==> src/prc_pkg.sv <==
/*
  Constants, register map and prescaler ratio decode for the periodic realtime counter.
  Assumes a 32-bit APB slave port with byte addresses and one register per aligned word.
*/
package prc_pkg;
  // register byte offsets
  localparam logic [7:0] OFF_STATUS_CONTROL = 8'h00;
  localparam logic [7:0] OFF_COUNT          = 8'h04;
  localparam logic [7:0] OFF_MODULO         = 8'h08;
  localparam logic [7:0] OFF_EVT_STATUS     = 8'h0C;
  localparam logic [7:0] OFF_EVT_MASK       = 8'h10;

  // status_control_register field positions
  localparam int BIT_FLAG    = 7;
  localparam int BIT_CLKS_HI = 6;
  localparam int BIT_CLKS_LO = 5;
  localparam int BIT_IE      = 4;
  localparam int BIT_PS_HI   = 3;
  localparam int BIT_PS_LO   = 0;
  // event status / mask bit
  localparam int BIT_EVT_WRAP = 0;

  // clock_source_select encodings
  localparam logic [1:0] CLKS_LPO = 2'h0;
  localparam logic [1:0] CLKS_EXT = 2'h1;

  // reset values
  localparam logic [7:0]  RST_COUNT  = 8'h00;
  localparam logic [7:0]  RST_MODULO = 8'h00;
  localparam logic [1:0]  RST_CLKS   = 2'h0;
  localparam logic [3:0]  RST_PS     = 4'h0;
  localparam logic [17:0] RST_PSC    = 18'h00000;
  localparam logic [3:0]  PS_OFF     = 4'h0;

  typedef enum logic [0:0] {APB_IDLE, APB_ACK} prc_apb_t;

  // prescaler divide ratio; hi selects the upper range
  function automatic logic [17:0] prc_divide(input logic [3:0] ps, input logic hi);
    logic [17:0] r;
    r = 18'h00001;
    case ({hi, ps})
      5'h01: r = 18'h00008;
      5'h02: r = 18'h00020;
      5'h03: r = 18'h00040;
      5'h04: r = 18'h00080;
      5'h05: r = 18'h00100;
      5'h06: r = 18'h00200;
      5'h07: r = 18'h00400;
      5'h08: r = 18'h00001;
      5'h09: r = 18'h00002;
      5'h0A: r = 18'h00004;
      5'h0B: r = 18'h0000A;
      5'h0C: r = 18'h00010;
      5'h0D: r = 18'h00064;
      5'h0E: r = 18'h001F4;
      5'h0F: r = 18'h003E8;
      5'h11: r = 18'h00400;
      5'h12: r = 18'h00800;
      5'h13: r = 18'h01000;
      5'h14: r = 18'h02000;
      5'h15: r = 18'h04000;
      5'h16: r = 18'h08000;
      5'h17: r = 18'h10000;
      5'h18: r = 18'h003E8;
      5'h19: r = 18'h007D0;
      5'h1A: r = 18'h01388;
      5'h1B: r = 18'h02710;
      5'h1C: r = 18'h04E20;
      5'h1D: r = 18'h0C350;
      5'h1E: r = 18'h186A0;
      5'h1F: r = 18'h30D40;
      default: r = 18'h00001;
    endcase
    return r;
  endfunction
endpackage

==> src/prc_counter.sv <==
/*
  Periodic realtime counter: source select, binary/decimal prescaler, 8-bit modulo
  up-counter, wrap flag and interrupt, APB register slave.
  Assumes three clock source inputs sampled by sys_clk, each well below half its rate.
*/
// Design decisions made here: the address map and the APB interface to the registers.
`timescale 1ns/10ps
module prc_counter #(
  parameter int ADDR_W = 8
) (
  input  wire logic              sys_clk,    // bus clock, 10 MHz
  input  wire logic              rst_n,      // async reset, active low
  input  wire logic              psel,       // apb select
  input  wire logic              penable,    // apb access phase
  input  wire logic              pwrite,     // apb direction
  input  wire logic [ADDR_W-1:0] paddr,      // apb byte address
  input  wire logic [31:0]       pwdata,     // apb write data
  output logic      [31:0]       prdata,     // apb read data
  output logic                   pready,     // apb ready
  output logic                   pslverr,    // apb error, unmapped address
  input  wire logic              low_power_oscillator_clock, // 1 kHz source
  input  wire logic              external_reference_clock,   // external source
  input  wire logic              internal_reference_clock,   // internal source
  input  wire logic              dbg_halt,   // background debug active
  output logic                   irq         // level interrupt
);
  prc_pkg::prc_apb_t apb_r, apb_nxt;
  logic [31:0] prdata_r, prdata_nxt;
  logic        pready_r, pready_nxt;
  logic        pslverr_r, pslverr_nxt;
  logic        irq_r, irq_nxt;
  logic [7:0]  cnt_r, cnt_nxt;
  logic [7:0]  mod_r, mod_nxt;
  logic [17:0] psc_r, psc_nxt;
  logic [1:0]  clks_r, clks_nxt;
  logic [3:0]  ps_r, ps_nxt;
  logic        ie_r, ie_nxt;
  logic        flag_r, flag_nxt;
  logic        evt_r, evt_nxt;
  logic        emask_r, emask_nxt;
  logic [2:0]  src_raw;
  logic [2:0]  src_meta_r, src_sync_r, src_prev_r;
  logic [2:0]  src_edge;
  logic        sel_edge;
  logic [17:0] div;
  logic        psc_tick;
  logic        cfg_clr;
  logic        wrap;
  logic        xfer, wr, rd;
  logic        hit_sc, hit_cnt, hit_mod, hit_evt, hit_msk, mapped;

  // true when the low address byte selects one register word
  function automatic logic addr_is(input logic [7:0] a, input logic [7:0] off);
    return (a == off);
  endfunction

  // address decode
  assign hit_sc  = addr_is(paddr[7:0], prc_pkg::OFF_STATUS_CONTROL);
  assign hit_cnt = addr_is(paddr[7:0], prc_pkg::OFF_COUNT);
  assign hit_mod = addr_is(paddr[7:0], prc_pkg::OFF_MODULO);
  assign hit_evt = addr_is(paddr[7:0], prc_pkg::OFF_EVT_STATUS);
  assign hit_msk = addr_is(paddr[7:0], prc_pkg::OFF_EVT_MASK);
  assign mapped  = hit_sc | hit_cnt | hit_mod | hit_evt | hit_msk;
  // transfer completes at the edge that sees pready high
  assign xfer = psel & penable & pready_r;
  assign wr   = xfer & pwrite & mapped;
  // read side effects at the edge that samples the data, so a same-edge event is kept
  assign rd   = psel & penable & ~pwrite & mapped & (apb_r == prc_pkg::APB_IDLE);

  // one two-stage synchroniser and edge detector per source
  assign src_raw = {internal_reference_clock, external_reference_clock, low_power_oscillator_clock};
  for (genvar g = 0; g < 3; g++) begin : g_sync
    always_ff @(posedge sys_clk or negedge rst_n) begin
      if (!rst_n) begin
        src_meta_r[g] <= 1'b0;
        src_sync_r[g] <= 1'b0;
        src_prev_r[g] <= 1'b0;
      end else begin
        src_meta_r[g] <= src_raw[g];
        src_sync_r[g] <= src_meta_r[g];
        src_prev_r[g] <= src_sync_r[g];
      end
    end
  end

  // source edge detect after two-stage synchroniser
  assign src_edge = src_sync_r & ~src_prev_r;

  always_comb begin
    case (clks_r)
      prc_pkg::CLKS_LPO: sel_edge = src_edge[0];
      prc_pkg::CLKS_EXT: sel_edge = src_edge[1];
      default:           sel_edge = src_edge[2];
    endcase
  end

  assign div = prc_pkg::prc_divide(ps_r, clks_r[0]);

  // config writes that restart the prescaler and count
  assign cfg_clr = (wr & hit_mod)
                 | (wr & hit_sc & ((pwdata[prc_pkg::BIT_CLKS_HI:prc_pkg::BIT_CLKS_LO] != clks_r)
                                 | (pwdata[prc_pkg::BIT_PS_HI:prc_pkg::BIT_PS_LO] != ps_r)));

  // one prescaler output event; frozen under debug and off while select is zero
  assign psc_tick = (ps_r != prc_pkg::PS_OFF) & ~dbg_halt & sel_edge & (psc_r == div - 18'h00001) & ~cfg_clr;
  assign wrap     = psc_tick & (cnt_r == mod_r);

  // prescaler and counter
  always_comb begin
    psc_nxt = psc_r;
    cnt_nxt = cnt_r;
    if (cfg_clr) begin
      psc_nxt = prc_pkg::RST_PSC;
      cnt_nxt = prc_pkg::RST_COUNT;
    end else if (ps_r == prc_pkg::PS_OFF) begin
      psc_nxt = prc_pkg::RST_PSC;
    end else if (!dbg_halt && sel_edge) begin
      if (psc_tick) begin
        psc_nxt = prc_pkg::RST_PSC;
        if (wrap) begin
          cnt_nxt = prc_pkg::RST_COUNT;
        end else begin
          cnt_nxt = cnt_r + 8'h01;
        end
      end else begin
        psc_nxt = psc_r + 18'h00001;
      end
    end
  end

  // software registers and flags
  always_comb begin
    mod_nxt   = mod_r;
    clks_nxt  = clks_r;
    ps_nxt    = ps_r;
    ie_nxt    = ie_r;
    flag_nxt  = flag_r;
    evt_nxt   = evt_r;
    emask_nxt = emask_r;
    if (wr && hit_mod) begin
      mod_nxt = pwdata[7:0];
    end
    if (wr && hit_sc) begin
      clks_nxt = pwdata[prc_pkg::BIT_CLKS_HI:prc_pkg::BIT_CLKS_LO];
      ps_nxt   = pwdata[prc_pkg::BIT_PS_HI:prc_pkg::BIT_PS_LO];
      ie_nxt   = pwdata[prc_pkg::BIT_IE];
      if (pwdata[prc_pkg::BIT_FLAG]) begin
        flag_nxt = 1'b0;
      end
    end
    if (wr && hit_msk) begin
      emask_nxt = pwdata[prc_pkg::BIT_EVT_WRAP];
    end
    if (rd && hit_evt) begin
      evt_nxt = 1'b0;
    end
    // hardware set wins over a simultaneous clear
    if (wrap) begin
      flag_nxt = 1'b1;
      evt_nxt  = 1'b1;
    end
    irq_nxt = (flag_r & ie_r) | (evt_r & emask_r);
  end

  // apb slave: one wait cycle, then ready
  always_comb begin
    apb_nxt     = apb_r;
    pready_nxt  = 1'b0;
    pslverr_nxt = 1'b0;
    prdata_nxt  = prdata_r;
    case (apb_r)
      prc_pkg::APB_IDLE: begin
        if (psel && penable) begin
          apb_nxt     = prc_pkg::APB_ACK;
          pready_nxt  = 1'b1;
          pslverr_nxt = ~mapped;
          prdata_nxt  = 32'h00000000;
          if (!pwrite) begin
            if (hit_sc) begin
              prdata_nxt[7:0] = {flag_r, clks_r, ie_r, ps_r};
            end else if (hit_cnt) begin
              prdata_nxt[7:0] = cnt_r;
            end else if (hit_mod) begin
              prdata_nxt[7:0] = mod_r;
            end else if (hit_evt) begin
              prdata_nxt[0] = evt_r;
            end else if (hit_msk) begin
              prdata_nxt[0] = emask_r;
            end
          end
        end
      end
      prc_pkg::APB_ACK: begin
        apb_nxt = prc_pkg::APB_IDLE;
      end
      default: begin
        apb_nxt = prc_pkg::APB_IDLE;
      end
    endcase
  end

  always_ff @(posedge sys_clk or negedge rst_n) begin
    if (!rst_n) begin
      apb_r      <= prc_pkg::APB_IDLE;
      prdata_r   <= 32'h00000000;
      pready_r   <= 1'b0;
      pslverr_r  <= 1'b0;
      irq_r      <= 1'b0;
      cnt_r      <= prc_pkg::RST_COUNT;
      mod_r      <= prc_pkg::RST_MODULO;
      psc_r      <= prc_pkg::RST_PSC;
      clks_r     <= prc_pkg::RST_CLKS;
      ps_r       <= prc_pkg::RST_PS;
      ie_r       <= 1'b0;
      flag_r     <= 1'b0;
      evt_r      <= 1'b0;
      emask_r    <= 1'b0;
    end else begin
      apb_r      <= apb_nxt;
      prdata_r   <= prdata_nxt;
      pready_r   <= pready_nxt;
      pslverr_r  <= pslverr_nxt;
      irq_r      <= irq_nxt;
      cnt_r      <= cnt_nxt;
      mod_r      <= mod_nxt;
      psc_r      <= psc_nxt;
      clks_r     <= clks_nxt;
      ps_r       <= ps_nxt;
      ie_r       <= ie_nxt;
      flag_r     <= flag_nxt;
      evt_r      <= evt_nxt;
      emask_r    <= emask_nxt;
    end
  end

  assign prdata  = prdata_r;
  assign pready  = pready_r;
  assign pslverr = pslverr_r;
  assign irq     = irq_r;

  // checks
  AST_CNT_RO: assert property (@(posedge sys_clk) disable iff (!rst_n)
    (wr && hit_cnt && !psc_tick) |=> (cnt_r == $past(cnt_r)))
    else $error("count changed by a write");
  AST_MOD_CLR: assert property (@(posedge sys_clk) disable iff (!rst_n)
    (wr && hit_mod) |=> (cnt_r == 8'h00 && psc_r == 18'h00000 && mod_r == $past(pwdata[7:0])))
    else $error("modulo write did not restart");
  AST_CFG_CLR: assert property (@(posedge sys_clk) disable iff (!rst_n)
    (wr && hit_sc && pwdata[3:0] != ps_r) |=> (cnt_r == 8'h00 && psc_r == 18'h00000))
    else $error("prescaler change did not clear");
  AST_SRC_CLR: assert property (@(posedge sys_clk) disable iff (!rst_n)
    (wr && hit_sc && pwdata[6:5] != clks_r) |=> (cnt_r == 8'h00 && clks_r == $past(pwdata[6:5])))
    else $error("source change did not clear");
  AST_PS_OFF: assert property (@(posedge sys_clk) disable iff (!rst_n)
    (ps_r == 4'h0) |-> (!psc_tick ##1 psc_r == 18'h00000))
    else $error("prescaler ran while off");
  AST_MOD0_FLAG: assert property (@(posedge sys_clk) disable iff (!rst_n)
    (psc_tick && mod_r == 8'h00) |=> (flag_r && cnt_r == 8'h00))
    else $error("zero modulo did not flag");
  AST_WRAP: assert property (@(posedge sys_clk) disable iff (!rst_n)
    (psc_tick && cnt_r == mod_r) |=> (cnt_r == 8'h00 && flag_r))
    else $error("wrap did not flag");
  AST_NO_EARLY: assert property (@(posedge sys_clk) disable iff (!rst_n)
    (psc_tick && cnt_r != mod_r && !flag_r && !(wr && hit_sc)) |=> (!flag_r && cnt_r == $past(cnt_r) + 8'h01))
    else $error("bad increment or early flag");
  AST_IRQ: assert property (@(posedge sys_clk) disable iff (!rst_n)
    (flag_r && ie_r) |-> ##1 irq_r)
    else $error("irq not raised");
  AST_W1C: assert property (@(posedge sys_clk) disable iff (!rst_n)
    (wr && hit_sc && pwdata[7] && !wrap) |=> !flag_r ##1 (!irq_r || $past(evt_r && emask_r)))
    else $error("flag not cleared by one");
  AST_W0: assert property (@(posedge sys_clk) disable iff (!rst_n)
    (wr && hit_sc && !pwdata[7] && flag_r) |=> flag_r)
    else $error("zero write cleared flag");
  AST_FREEZE: assert property (@(posedge sys_clk) disable iff (!rst_n)
    (dbg_halt && !cfg_clr) |=> ($stable(cnt_r) && $stable(psc_r)))
    else $error("count moved in debug halt");
  AST_READY: assert property (@(posedge sys_clk) disable iff (!rst_n)
    (psel && penable && !pready_r) |=> pready_r)
    else $error("apb ready late");

  COV_WRAP: cover property (@(posedge sys_clk) disable iff (!rst_n) wrap && mod_r != 8'h00);
  COV_IRQ: cover property (@(posedge sys_clk) disable iff (!rst_n) $rose(irq_r));
  COV_FREEZE: cover property (@(posedge sys_clk) disable iff (!rst_n) dbg_halt && sel_edge && ps_r != 4'h0);
  COV_MODW: cover property (@(posedge sys_clk) disable iff (!rst_n) wr && hit_mod && cnt_r != 8'h00);
  COV_SLVERR: cover property (@(posedge sys_clk) disable iff (!rst_n) pready_r && pslverr_r);

  // flag and event bits, interrupt
  AST_EVT_SET: assert property (@(posedge sys_clk) disable iff (!rst_n)
    wrap
    |=> evt_r)
    else $error("wrap did not set event bit");
  AST_EVT_READ: assert property (@(posedge sys_clk) disable iff (!rst_n)
    (rd && hit_evt && !wrap)
    |=> !evt_r)
    else $error("event bit not cleared by read");
  AST_FLAG_SRC: assert property (@(posedge sys_clk) disable iff (!rst_n)
    (!flag_r && !wrap)
    |=> !flag_r)
    else $error("flag set without a wrap");
  AST_FLAG_HOLD: assert property (@(posedge sys_clk) disable iff (!rst_n)
    (flag_r && !(wr && hit_sc && pwdata[7]))
    |=> flag_r)
    else $error("flag lost without a clearing write");
  AST_IRQ_LOW: assert property (@(posedge sys_clk) disable iff (!rst_n)
    (!(flag_r && ie_r) && !(evt_r && emask_r))
    |=> !irq_r)
    else $error("irq raised with nothing pending");

  // counter and prescaler
  AST_CNT_LE: assert property (@(posedge sys_clk) disable iff (!rst_n)
    1'b1
    |-> (cnt_r <= mod_r))
    else $error("count above modulo");
  AST_DIV_BOUND: assert property (@(posedge sys_clk) disable iff (!rst_n)
    1'b1
    |-> (psc_r < div))
    else $error("prescaler beyond its ratio");
  AST_TICK_CLR: assert property (@(posedge sys_clk) disable iff (!rst_n)
    psc_tick
    |=> (psc_r == 18'h00000))
    else $error("prescaler not restarted after event");
  AST_HALT_NO_TICK: assert property (@(posedge sys_clk) disable iff (!rst_n)
    dbg_halt
    |-> !psc_tick)
    else $error("prescaler event during debug halt");
  AST_SRC_IDLE: assert property (@(posedge sys_clk) disable iff (!rst_n)
    (!cfg_clr && !sel_edge)
    |=> ($stable(psc_r) && $stable(cnt_r)))
    else $error("counting without a source edge");
  AST_SAME_CFG: assert property (@(posedge sys_clk) disable iff (!rst_n)
    (wr && hit_sc && pwdata[6:5] == clks_r && pwdata[3:0] == ps_r && !psc_tick)
    |=> $stable(cnt_r))
    else $error("unchanged select cleared the count");
  AST_MOD_HOLD: assert property (@(posedge sys_clk) disable iff (!rst_n)
    !(wr && hit_mod)
    |=> $stable(mod_r))
    else $error("modulo changed without a write");

  // bus slave
  AST_READY_PULSE: assert property (@(posedge sys_clk) disable iff (!rst_n)
    pready_r
    |=> !pready_r)
    else $error("ready held longer than one cycle");
  AST_SLVERR: assert property (@(posedge sys_clk) disable iff (!rst_n)
    (psel && penable && apb_r == prc_pkg::APB_IDLE && !mapped)
    |=> (pready_r && pslverr_r))
    else $error("unmapped access not flagged");
  AST_SLVERR_ONLY: assert property (@(posedge sys_clk) disable iff (!rst_n)
    pslverr_r
    |-> pready_r)
    else $error("error shown without ready");
  AST_SLVERR_MAPPED: assert property (@(posedge sys_clk) disable iff (!rst_n)
    (psel && penable && apb_r == prc_pkg::APB_IDLE && mapped)
    |=> !pslverr_r)
    else $error("error on a mapped access");
endmodule

==> config.mk <==
export PLATFORM = sky130hd
export DESIGN_NAME = prc_counter
export DESIGN_NICKNAME = d
export VERILOG_FILES = /design/src/prc_pkg.sv /design/src/prc_counter.sv
export SDC_FILE = /design/constraint.sdc
export NUM_CORES = 1
export LEC_CHECK = 0
export BUFFER_PORTS_ARGS = -buffer_cell sky130_fd_sc_hd__buf_2
export CAP_MARGIN = 40
export CELL_PAD_IN_SITES_DETAIL_PLACEMENT = 1
export CELL_PAD_IN_SITES_GLOBAL_PLACEMENT = 1
export CORE_ASPECT_RATIO = 1.1
export CORE_MARGIN = 10
export CORE_UTILIZATION = 43
export DETAILED_ROUTE_END_ITERATION = 8
export PLACE_DENSITY = 0.88
export SLEW_MARGIN = 5
export SYNTH_ARGS = -nofsm -noshare
export SYNTH_HDL_FRONTEND = slang
export SYNTH_SLANG_ARGS = --single-unit
==> constraint.sdc <==
create_clock -name sys_clk -period 4.23 [get_ports sys_clk]
set_input_delay 0.423 -clock sys_clk [delete_from_list [all_inputs] [get_ports sys_clk]]
set_output_delay 0.423 -clock sys_clk [all_outputs]
set_load 0.1 [all_outputs]
==> results of run 1 <==
## power breakdown
group	leakage [nW]	total, mW	internal, mW	switching (mW)
sequential	0.845	0.680	0.638	0.0416
clock	0.180	0.934	0.637	0.297
combinational	1.52	0.255	0.0677	0.187
## flip-flops by register name (all words and copies together) (netlist names)
name / cells
apb_r: 1
clks_r: 2
cnt_r: 8
emask_r: 1
evt_r: 1
flag_r: 1
ie_r: 1
irq: 1
mod_r: 8
prdata: 8
ps_r: 4
psc_r: 18
pslverr: 1
src_meta_r: 3
src_prev_r: 3
src_sync_r: 3
## kinds of logic after synthesis
group | after synthesis
AOI/OAI and AO/OA | 108
xor gates and xnor gates | 42
adders and majority gates | 9
buffers and inverters | 64
DFF | 64
muxes | 26
other | 1
and+or+nand+nor | 219
## critical path: stages, from the launching register on
cell	delay, ps
sky130_fd_sc_hd__dfrtp_2	430
sky130_fd_sc_hd__inv_1	110
sky130_fd_sc_hd__ha_1	270
sky130_fd_sc_hd__nor2b_1	180
sky130_fd_sc_hd__nand2_1	140
sky130_fd_sc_hd__ha_1	200
sky130_fd_sc_hd__o21ai_0	180
sky130_fd_sc_hd__nor4_4	400
sky130_fd_sc_hd__nor3b_4	330
sky130_fd_sc_hd__nor4b_4	300
sky130_fd_sc_hd__o2111ai_1	170
sky130_fd_sc_hd__or4_1	620
sky130_fd_sc_hd__buf_4	210
sky130_fd_sc_hd__o221ai_1	190
sky130_fd_sc_hd__a31oi_1	110
## cell type report
type                            count  area share (%)
Antenna cell                        1          0.0461
Clock buffer                        9            4.15
Clock inverter                      7            2.63
Inverter                           11           0.761
Multi-Input combinational cell    428            52.4
Sequential cell                    64            29.5
Tap cell                          147            3.39
Timing Repair Buffer               61            7.10
## per-layer routing
layer	global-route usage, %	vias to the layer above	part of all wire, %
met5	0	-	0
met4	8.24	0	2.8
met3	3.20	33	2.9
met2	36.1	79	56
met1	19.4	2135	39
li1	-	1964	-
## cells in the final DEF, fill, tap and decap left out, drive strengths merged, types with 3 or more instances in the layout
| cell | synthesis | layout |
|---|---|---|
| nand4 | 7 | 7 |
| clkbuf | 17 | 9 |
| inv | 11 | 12 |
| o41ai | 3 | 3 |
| and2 | 5 | 5 |
| buf | 36 | 60 |
| xor2 | 22 | 22 |
| nor3b | 3 | 3 |
| conb | 1 | 24 |
| o311ai | 4 | 4 |
| nand3b | 5 | 5 |
| or4 | 3 | 3 |
| mux2 | 12 | 12 |
| xnor2 | 20 | 20 |
| nand2 | 64 | 64 |
| a22o | 10 | 10 |
| mux2i | 13 | 13 |
| o21ai | 28 | 28 |
| and4b | 4 | 4 |
| nor3 | 15 | 15 |
| o22ai | 12 | 12 |
| nor2b | 11 | 11 |
| bufinv | 0 | 4 |
| and3 | 11 | 11 |
| a31oi | 7 | 7 |
| nand2b | 9 | 9 |
| nor2 | 33 | 33 |
| nor4bb | 5 | 5 |
| a211oi | 5 | 5 |
| or2 | 4 | 4 |
| nor4 | 9 | 9 |
| a211o | 5 | 5 |
| a21oi | 15 | 15 |
| ha | 9 | 9 |
| dfrtp | 64 | 64 |
| nand3 | 15 | 15 |
| or3 | 3 | 3 |
## stage by stage
| stage | std cells | setup WS, ps | TNS [ps] |
|---|---|---|---|
| after floorplan | 556 | 356 | 0 |
| after global placement | 709 | 440 | 0 |
| after detailed placement | 710 | 301 | 0 |
| after CTS | 727 | 147 | 0 |
| after global routing | 728 | -50.8 | -167 |
| final | 728 | 233 | 0 |
## synth_stat cells (5+ instances only)
master,instances
sky130_fd_sc_hd__a211o_1,5
sky130_fd_sc_hd__a211oi_1,5
sky130_fd_sc_hd__a21oi_1,15
sky130_fd_sc_hd__a22o_1,10
sky130_fd_sc_hd__a31oi_1,7
sky130_fd_sc_hd__and2_1,5
sky130_fd_sc_hd__and3_1,11
sky130_fd_sc_hd__buf_2,5
sky130_fd_sc_hd__buf_4,25
sky130_fd_sc_hd__buf_6,5
sky130_fd_sc_hd__clkbuf_1,16
sky130_fd_sc_hd__dfrtp_1,64
sky130_fd_sc_hd__ha_1,9
sky130_fd_sc_hd__inv_1,11
sky130_fd_sc_hd__mux2_2,12
sky130_fd_sc_hd__mux2i_1,13
sky130_fd_sc_hd__nand2_1,63
sky130_fd_sc_hd__nand2b_1,9
sky130_fd_sc_hd__nand3_1,15
sky130_fd_sc_hd__nand3b_1,5
sky130_fd_sc_hd__nand4_1,7
sky130_fd_sc_hd__nor2_1,33
sky130_fd_sc_hd__nor2b_1,11
sky130_fd_sc_hd__nor3_1,15
sky130_fd_sc_hd__nor4_1,7
sky130_fd_sc_hd__nor4bb_1,5
sky130_fd_sc_hd__o21ai_0,20
sky130_fd_sc_hd__o21ai_1,8
sky130_fd_sc_hd__o22ai_1,10
sky130_fd_sc_hd__xnor2_1,20
sky130_fd_sc_hd__xor2_1,22
## worst paths after layout
check | cells past startpoint | end | slack, ps | startpoint
max | 14 | psc_r[17] | 230 | ps_r[1]
min | 1 | src_meta_r[0] | 180 | low_power_oscillator_clock
max reg2reg | 14 | psc_r[17] | 230 | ps_r[1]
min reg2reg | 0 | src_sync_r[2] | 350 | src_meta_r[2]
max in group asynchronous | 4 | src_prev_r[2] | 2890 | rst_n
min in group asynchronous | 2 | psc_r[14] | 470 | rst_n
## what timing repair did
action                     CTS  global route
setup endpoints to repair    0            13
hold endpoints to repair     5             0
resized for setup            0             6
hold buffers                 1             0
==> flow_summary.toml, run 1 <==
[critical_path]
critical_path_class = "reg2reg"
setup.worst_path.end_class = "flip-flop"
critPathArrivalTime_ps = 4200
crit_required_ps = 4430
critical_path.max_fanout = 6
worst_setup_path_start_kind = "flip-flop"

[placement]
gp_routability_congestion = 0.849
placedInstanceArea_mm2 = 0.00503
placement.io_buffers = 35
dp.final_hpwl_mm = 10.3

[final_layout]
area.growth.synth_to_final_pct = 15.0
postLayoutCoreUtil_pct = 50.2
fillers = 1307
nets = 633
proportion_of_layout_cells_with_a_drive_suffix_above_1_pct = 18.3
multiInputGateArea_mm2 = 0.00285
final_design_area_no_fill_mm2 = 0.00543
seq_area_mm2 = 0.00160

[timing]
worst_slew_margin_relative_to_its_limit_pct = 50.3
finalCriticalPeriod_ps = 4000
setup_violations = 0
holdWs_ps = 184
maxSlewViolCount = 0
fmax_ghz = 0.250
tightest_slew_ps = 746
finalHoldViolations = 0
min_period_over_period_pct = 94.5
timing.clock.skew_ps = 9.48

[pwr]
power.ir.vdd_worst_mv = 0.327
power_mw = 1.87
leakage_power_nw = 2.54
powerDensity_mw_per_mm2 = 344

[route]
detailroute.via_count = 4211
wl_per_cell_um = 20.0
initialDrtViolationCount = 182
drtAntennaViolNets = 0
drc = 0
drtPass1Iterations = 4
detail_route.vias_per_cell = 5.78
wl_mm = 14.6

[yosys]
synthesized_area_mm2 = 0.00472
synth_simple_gate_area_share_pct = 25.8
yosys.cell_types.count = 73
synthTopCellsByArea = "sky130_fd_sc_hd__dfrtp_1, sky130_fd_sc_hd__nand2_1, sky130_fd_sc_hd__xor2_1"
yosys.area_share.xor_xnor_pct = 7.79
post_synth.cell_area_avg_um2 = 8.86
async_flop_share_pct = 100
post_synth_inst_count = 533
synth.ff_latch_count = 64
largest_family_of_logic_cells_by_synthesized_area = "simple AND/OR/NAND/NOR gates"
edff_count_synth = 0
ys.warnings.count = 0
synth_sequential_area_ratio_pct = 33.9
synth.area.mux_share_pct = 6.09
synth.top_cell.area_share_pct = 33.9
compound_gate_portion_of_the_synthesized_area_pct = 16.0
synth-adder-area-share_pct = 2.38
yosysTopAreaCell = "sky130_fd_sc_hd__dfrtp_1"
synth_flop_type = "sky130_fd_sc_hd__dfrtp_1"

[grt]
pin_count_of_the_biggest_net_entering_global_routing = 33
wire_length_of_the_first_global_routing_pass_mm = 23.6
number_of_global_route_vias_before_repair = 4582
grt_antenna_before_repair = 1
globalRoute.totalOverflow = 0
groute.usage.overall_pct = 18.7

[clock_tree]
clkTransAtPathRegs_ps = 60
root_buffer = "sky130_fd_sc_hd__clkbuf_16"
tritoncts = "yes"
cts.path.max_buffers = 2
clock_tree.htree_level_count = 3
cts.sink_count = 64
tritoncts.num_buffers = 9
clock_insertion_delay_worst_skew_ps = 340
post-cts-setup-buffer-count = 0

[floorplan]
fp.dieArea_mm2 = 0.0156
floorplan.rows = 40
num_io_pins = 84
die_x_um = 120
dieHeight_um = 130
floorplan.initialDensity_pct = 43.7
design.core.area_mm2 = 0.0108

[run_status]
outcome = "completed"

[hold_path]
worstHoldPathType = "in2reg"

[job]
max_cap_violations = 0
Power figures use the tool's default switching activity.
==> run 2: changes to the inputs <==
==> constraint.sdc (replaced) <==
create_clock -name sys_clk -period 4.23 [get_ports sys_clk]
set_input_delay 0.846 -clock sys_clk [delete_from_list [all_inputs] [get_ports sys_clk]]
set_output_delay 0.846 -clock sys_clk [all_outputs]
set_load 0.1 [all_outputs]
==> run 2 against run 1 <==
Worst hold slack gained 170 ps. Non-clock buffer count shrank 1. First-iteration DRC count grew 9.3%. Final cell count shrank 0.41%.
==> flow_summary.toml, run 2 (synthesized netlist as in run 1, its figures left out) <==
[route]
detailroute.via_count = 4309
initialDrtViolationCount = 199
drtAntennaViolNets = 0
drc = 0
wl_mm = 14.5
drtPass1Iterations = 4
wl_per_cell_um = 20.0
detail_route.vias_per_cell = 5.94

[floorplan]
design.core.area_mm2 = 0.0108
floorplan.rows = 40
dieHeight_um = 130
die_x_um = 120
num_io_pins = 84
floorplan.initialDensity_pct = 43.7
fp.dieArea_mm2 = 0.0156

[critical_path]
r2r_slack_ps = 160
worst_setup_path_start_kind = "flip-flop"
setup.worst_path.end_class = "flip-flop"
critical_path.startpoint = "ps_r[1]"
critPathArrivalTime_ps = 4270
rr_endpoint = "cnt_r[3]"
critical_path.max_fanout = 7
worst_r2r_path_depth = 14
worstReg2RegStart = "ps_r[1]"
critPathCapture = "cnt_r[3]"
critical_path_class = "reg2reg"
crit_required_ps = 4420

[pwr]
leakage_power_nw = 2.50
power_mw = 1.67
powerDensity_mw_per_mm2 = 314
power.ir.vdd_worst_mv = 0.377

[hold_path]
worstHoldPathType = "in2async"

[final_layout]
final_cell_mix = "sky130_fd_sc_hd__nand2_1, sky130_fd_sc_hd__dfrtp_1, sky130_fd_sc_hd__buf_2, sky130_fd_sc_hd__nor2_1"
postLayoutCoreUtil_pct = 49.3
register_containing_the_most_flip_flops_in_the_final_layout = "psc_r"
nets = 632
proportion_of_layout_cells_with_a_drive_suffix_above_1_pct = 17.6
finalNonFillerCells = 725
fillers = 1308
area.growth.synth_to_final_pct = 12.8
antenna-diode-count = 0
flip_flop_count_of_the_largest_register_after_layout = 18

[timing]
maxSlewViolCount = 0
timing.setup.tns_ps = 0
timing.clock.skew_ps = 7.42
min_period_over_period_pct = 96.3
finalHoldViolations = 0
holdWs_ps = 353
setup_violations = 0
tightest_slew_ps = 740
worst_slew_margin_relative_to_its_limit_pct = 50.7
fmax_ghz = 0.245
finalCriticalPeriod_ps = 4070
rsz0062_at_grt = "false"

[clock_tree]
holdBufCountCts = 0
tritoncts.num_buffers = 9
cts.path.max_buffers = 2
cts.sink_count = 64
tritoncts = "yes"
clock_tree.htree_level_count = 3
clock_insertion_delay_worst_skew_ps = 340
clkTransAtPathRegs_ps = 60
root_buffer = "sky130_fd_sc_hd__clkbuf_16"

[grt]
groute.usage.overall_pct = 19.0
grt_antenna_before_repair = 0
globalRoute.totalOverflow = 0
number_of_global_route_vias_before_repair = 4681
wire_length_of_the_first_global_routing_pass_mm = 23.9
pin_count_of_the_biggest_net_entering_global_routing = 36

[placement]
post-place-cells = 709
dp.final_hpwl_mm = 10.5
gp_routability_congestion = 0.857
placement.io_buffers = 35

[run_status]
outcome = "completed"

[job]
max_cap_violations = 0
==> run 2: cell count changes in the layout (fill, tap and decap cells not counted), sizes merged <==
| cell | previous run | this run |
|---|---|---|
| inv | 12 | 11 |
| bufinv | 4 | 1 |
| clkinvlp | 0 | 1 |
| clkbuf | 9 | 12 |
| dlygate4sd3 | 1 | 0 |
| diode | 1 | 0 |
| clkinv | 2 | 1 |
==> run 2: through the flow <==
stage | setup slack (ps) | area [µm²]
finish | 157 | 5330
global route | 3.79 | 5330
CTS | 102 | 5310
detailed placement | 354 | 5020
global placement | 443 | 5000
floorplan | 356 | 4810
==> run 2: area by class of cell <==
cell class,instances,area [µm²],area share (%)
timing repair buffer,60,375,7.05
inverter,11,41.3,0.775
multi-input combinational,428,2830,53.2
clock inverter,3,42.5,0.799
sequential,64,1600,30.1
tap,147,184,3.45
clock buffer,12,246,4.63
==> run 2: power by group <==
part	switching [mW]	leakage [nW]	internal, mW
Combinational	0.185	1.51	0.0667
Sequential	0.0400	0.845	0.639
Clock	0.272	0.139	0.468
Total	0.497	2.50	1.17
==> run 2: worst max-delay path: stages (launching register included) <==
cell,delay (ps)
sky130_fd_sc_hd__dfrtp_2,410
sky130_fd_sc_hd__inv_1,100
sky130_fd_sc_hd__ha_1,280
sky130_fd_sc_hd__nor2b_1,180
sky130_fd_sc_hd__nand2_1,140
sky130_fd_sc_hd__ha_1,200
sky130_fd_sc_hd__o21ai_0,190
sky130_fd_sc_hd__nor4_4,420
sky130_fd_sc_hd__nor3b_4,300
sky130_fd_sc_hd__nor4b_2,290
sky130_fd_sc_hd__o21ai_1,120
sky130_fd_sc_hd__or4_1,550
sky130_fd_sc_hd__buf_4,200
sky130_fd_sc_hd__o311ai_1,360
sky130_fd_sc_hd__o21ai_1,170
==> run 2: worst min path at each step <==
| stage | slack (ps) | to | startpoint | depth (start not counted) |
|---|---|---|---|---|
| 2_1_floorplan | 330 | src_sync_r[0] | src_meta_r[0] | 0 |
| 3_3_place_gp | 340 | src_sync_r[0] | src_meta_r[0] | 0 |
| 3_5_place_dp | 340 | src_sync_r[1] | src_meta_r[1] | 0 |
| 4_1_cts | 360 | psc_r[15] | rst_n | 1 |
| 5_1_grt | 360 | psc_r[15] | rst_n | 1 |
| 6_report | 350 | psc_r[15] | rst_n | 1 |
==> run 2: repair_timing <==
| item | 4_1_cts | 5_1_grt |
|---|---|---|
| setup endpoints to repair | 0 | 1 |
| setup buffers | 0 | 1 |
| resized for setup | 0 | 3 |
==> run 2: per-layer routing <==
layer  wire length (µm)  track usage [%]  vias to the layer above  share of wire [%]
li1                   -                -                     1966                  -
met1               5480             19.7                     2195                 38
met2               7970             36.0                       99                 55
met3                507             3.24                       49                3.5
met4                557             10.0                        0                3.8
met5                  0                0                        -                  0
==> run 3: changes to the inputs <==
- BUFFER_PORTS_ARGS: -buffer_cell sky130_fd_sc_hd__buf_2 -> default
- CORE_UTILIZATION: 43 -> 49
- DONT_BUFFER_PORTS: default -> 1
==> run 3 against run 2 <==
Non-clock buffer count down 29. Sequential power up 0.6%. Via count down 3.4%. Highest routed layer unchanged. Final cell count down 8.0%. Clock-buffer cell count down 2. Total power down 16%. Clock skew up 4.9 ps. Design area down 1.5%.
==> flow_summary.toml, run 3 (synthesized netlist as in run 1, its figures left out) <==
[final_layout]
proportion_of_layout_cells_with_a_drive_suffix_above_1_pct = 13.8
postLayoutCoreUtil_pct = 55.8
fillers = 1057
final_cell_mix = "sky130_fd_sc_hd__nand2_1, sky130_fd_sc_hd__dfrtp_1, sky130_fd_sc_hd__nor2_1, sky130_fd_sc_hd__conb_1, sky130_fd_sc_hd__xor2_1"
antenna-diode-count = 0
flip_flop_count_of_the_largest_register_after_layout = 18
nets = 603
register_containing_the_most_flip_flops_in_the_final_layout = "psc_r"
area.growth.synth_to_final_pct = 11.1

[critical_path]
setup.worst_path.end_class = "flip-flop"
rr_endpoint = "flag_r"
worstPathBufferInverterCount = 3
worst_setup_path_start_kind = "flip-flop"
critical_path_class = "reg2reg"
critPathArrivalTime_ps = 4420
worst_path_largest_cell_delay_ps = 700
critical_path.max_fanout = 15
worstReg2RegStart = "clks_r[0]"
cp_top_family = "simple AND/OR/NAND/NOR gates"
worst_r2r_path_depth = 14
crit_path_cell_trace = "nand2_1 -> nand2_1 -> ha_1 -> o21ai_0 -> nor4_4 -> buf_4 -> mux2i_1 -> o32ai_1 -> or3b_1 -> or4_1 -> buf_4 -> nor2_1 -> buf_4 -> a22o_1"
r2r_slack_ps = 90
cpMaxStageDelayCell = "sky130_fd_sc_hd__dfrtp_1"
critical-path-top-cell-by-count = "sky130_fd_sc_hd__buf_4"
crit_required_ps = 4510

[clock_tree]
root_buffer = "sky130_fd_sc_hd__clkbuf_8"
clock_insertion_delay_worst_skew_ps = 360
clock_tree.htree_level_count = 3
cts.path.max_buffers = 2
clkTransAtPathRegs_ps = 80
tritoncts = "yes"
tritoncts.num_buffers = 9
holdBufCountCts = 0
cts.sink_count = 64

[floorplan]
floorplan.initialDensity_pct = 50.2
floorplan.rows = 37
design.core.area_mm2 = 0.00940
dieHeight_um = 123
fp.dieArea_mm2 = 0.0140
num_io_pins = 84
die_x_um = 114

[route]
initialDrtViolationCount = 250
m1WireLength_mm = 5.73
drtAntennaViolNets = 0
met2RoutedLength_mm = 8.14
met3_length_um = 502
detailroute.via_count = 4164
drc = 0
wl_per_cell_um = 22.6
route.top_layer_used = "met4"
wl_mm = 15.1
detail_route.vias_per_cell = 6.24
drtPass1Iterations = 4

[pwr]
leakage_power_nw = 2.38
power_mw = 1.40
power.ir.vdd_worst_mv = 0.255
powerDensity_mw_per_mm2 = 267

[timing]
finalHoldViolations = 0
min_period_over_period_pct = 97.9
worst_slew_margin_relative_to_its_limit_pct = 42.4
finalCriticalPeriod_ps = 4140
maxSlewViolCount = 0
setup_violations = 0
fmax_ghz = 0.242
timing.clock.skew_ps = 12.3
tightest_slew_ps = 865

[grt]
globalRoute.totalOverflow = 0
pin_count_of_the_biggest_net_entering_global_routing = 65
wire_length_of_the_first_global_routing_pass_mm = 24.1
grt_antenna_before_repair = 0
groute.usage.overall_pct = 21.3
number_of_global_route_vias_before_repair = 4544

[run_status]
outcome = "completed"

[placement]
gp_routability_congestion = 0.853
placement.io_buffers = 0
dp.final_hpwl_mm = 11.0

[hold_path]
worstHoldPathType = "in2async"

[job]
max_cap_violations = 0
-- run 3: worst max-delay path by stage --
stage	startpoint	to	slack, ps	cells past startpoint
final	clks_r[0]	flag_r	90	14
after global routing	clks_r[0]	cnt_r[3]	-20	13
after detailed placement	ps_r[0]	cnt_r[3]	230	12
after global placement	ps_r[1]	cnt_r[0]	460	10
after floorplan	ps_r[0]	cnt_r[0]	360	16
after CTS	ps_r[0]	cnt_r[3]	70	12
-- run 3: final cells by class --
class | instances | area, µm² | area share (%)
flip-flops and latches | 64 | 1600 | 30.5
clock inverters | 6 | 45.0 | 0.858
clock buffers | 10 | 138 | 2.62
repair buffers | 31 | 433 | 8.25
inverters | 11 | 41.3 | 0.787
well taps | 117 | 146 | 2.79
multi-input cells | 428 | 2840 | 54.1
-- run 3: per-layer routing --
metal	GRT usage, %	up-vias
met5	0	-
met4	11.3	0
met2	38.8	101
met3	3.83	52
li1	-	1901
met1	23.2	2110
-- run 3: metrics by stage --
step                cell area [µm²]  hold slack [ps]  TNS (ps)  setup WS [ps]  cells
floorplan                      4810              331         0            356    556
global placement               4770              332         0            457    640
detailed placement             5010              336         0            227    649
CTS                            5200              159         0           69.1    665
global route                   5250              163     -21.8          -17.6    667
finish                         5250              177         0           90.3    667
-- run 3: worst reg2reg max path: stages, from the launching register on --
cell and delay (ps):
sky130_fd_sc_hd__dfrtp_1 700, sky130_fd_sc_hd__nand2_1 270, sky130_fd_sc_hd__nand2_1 170, sky130_fd_sc_hd__ha_1 190
sky130_fd_sc_hd__o21ai_0 190, sky130_fd_sc_hd__nor4_4 440, sky130_fd_sc_hd__buf_4 190, sky130_fd_sc_hd__mux2i_1 170
sky130_fd_sc_hd__o32ai_1 100, sky130_fd_sc_hd__or3b_1 360, sky130_fd_sc_hd__or4_1 480, sky130_fd_sc_hd__buf_4 210
sky130_fd_sc_hd__nor2_1 130, sky130_fd_sc_hd__buf_4 210, sky130_fd_sc_hd__a22o_1 240
-- run 3: power breakdown --
| group | leakage [nW] | internal [mW] | switching, mW | total, mW |
|---|---|---|---|---|
| Clock | 0.0845 | 0.229 | 0.268 | 0.497 |
| Combinational | 1.45 | 0.0590 | 0.161 | 0.220 |
| Sequential | 0.845 | 0.637 | 0.0460 | 0.683 |
-- run 3: repair_timing --
| action | 4_1_cts | 5_1_grt |
|---|---|---|
| resized for setup | 0 | 5 |
| setup endpoints to repair | 0 | 6 |
| setup buffers | 0 | 1 |
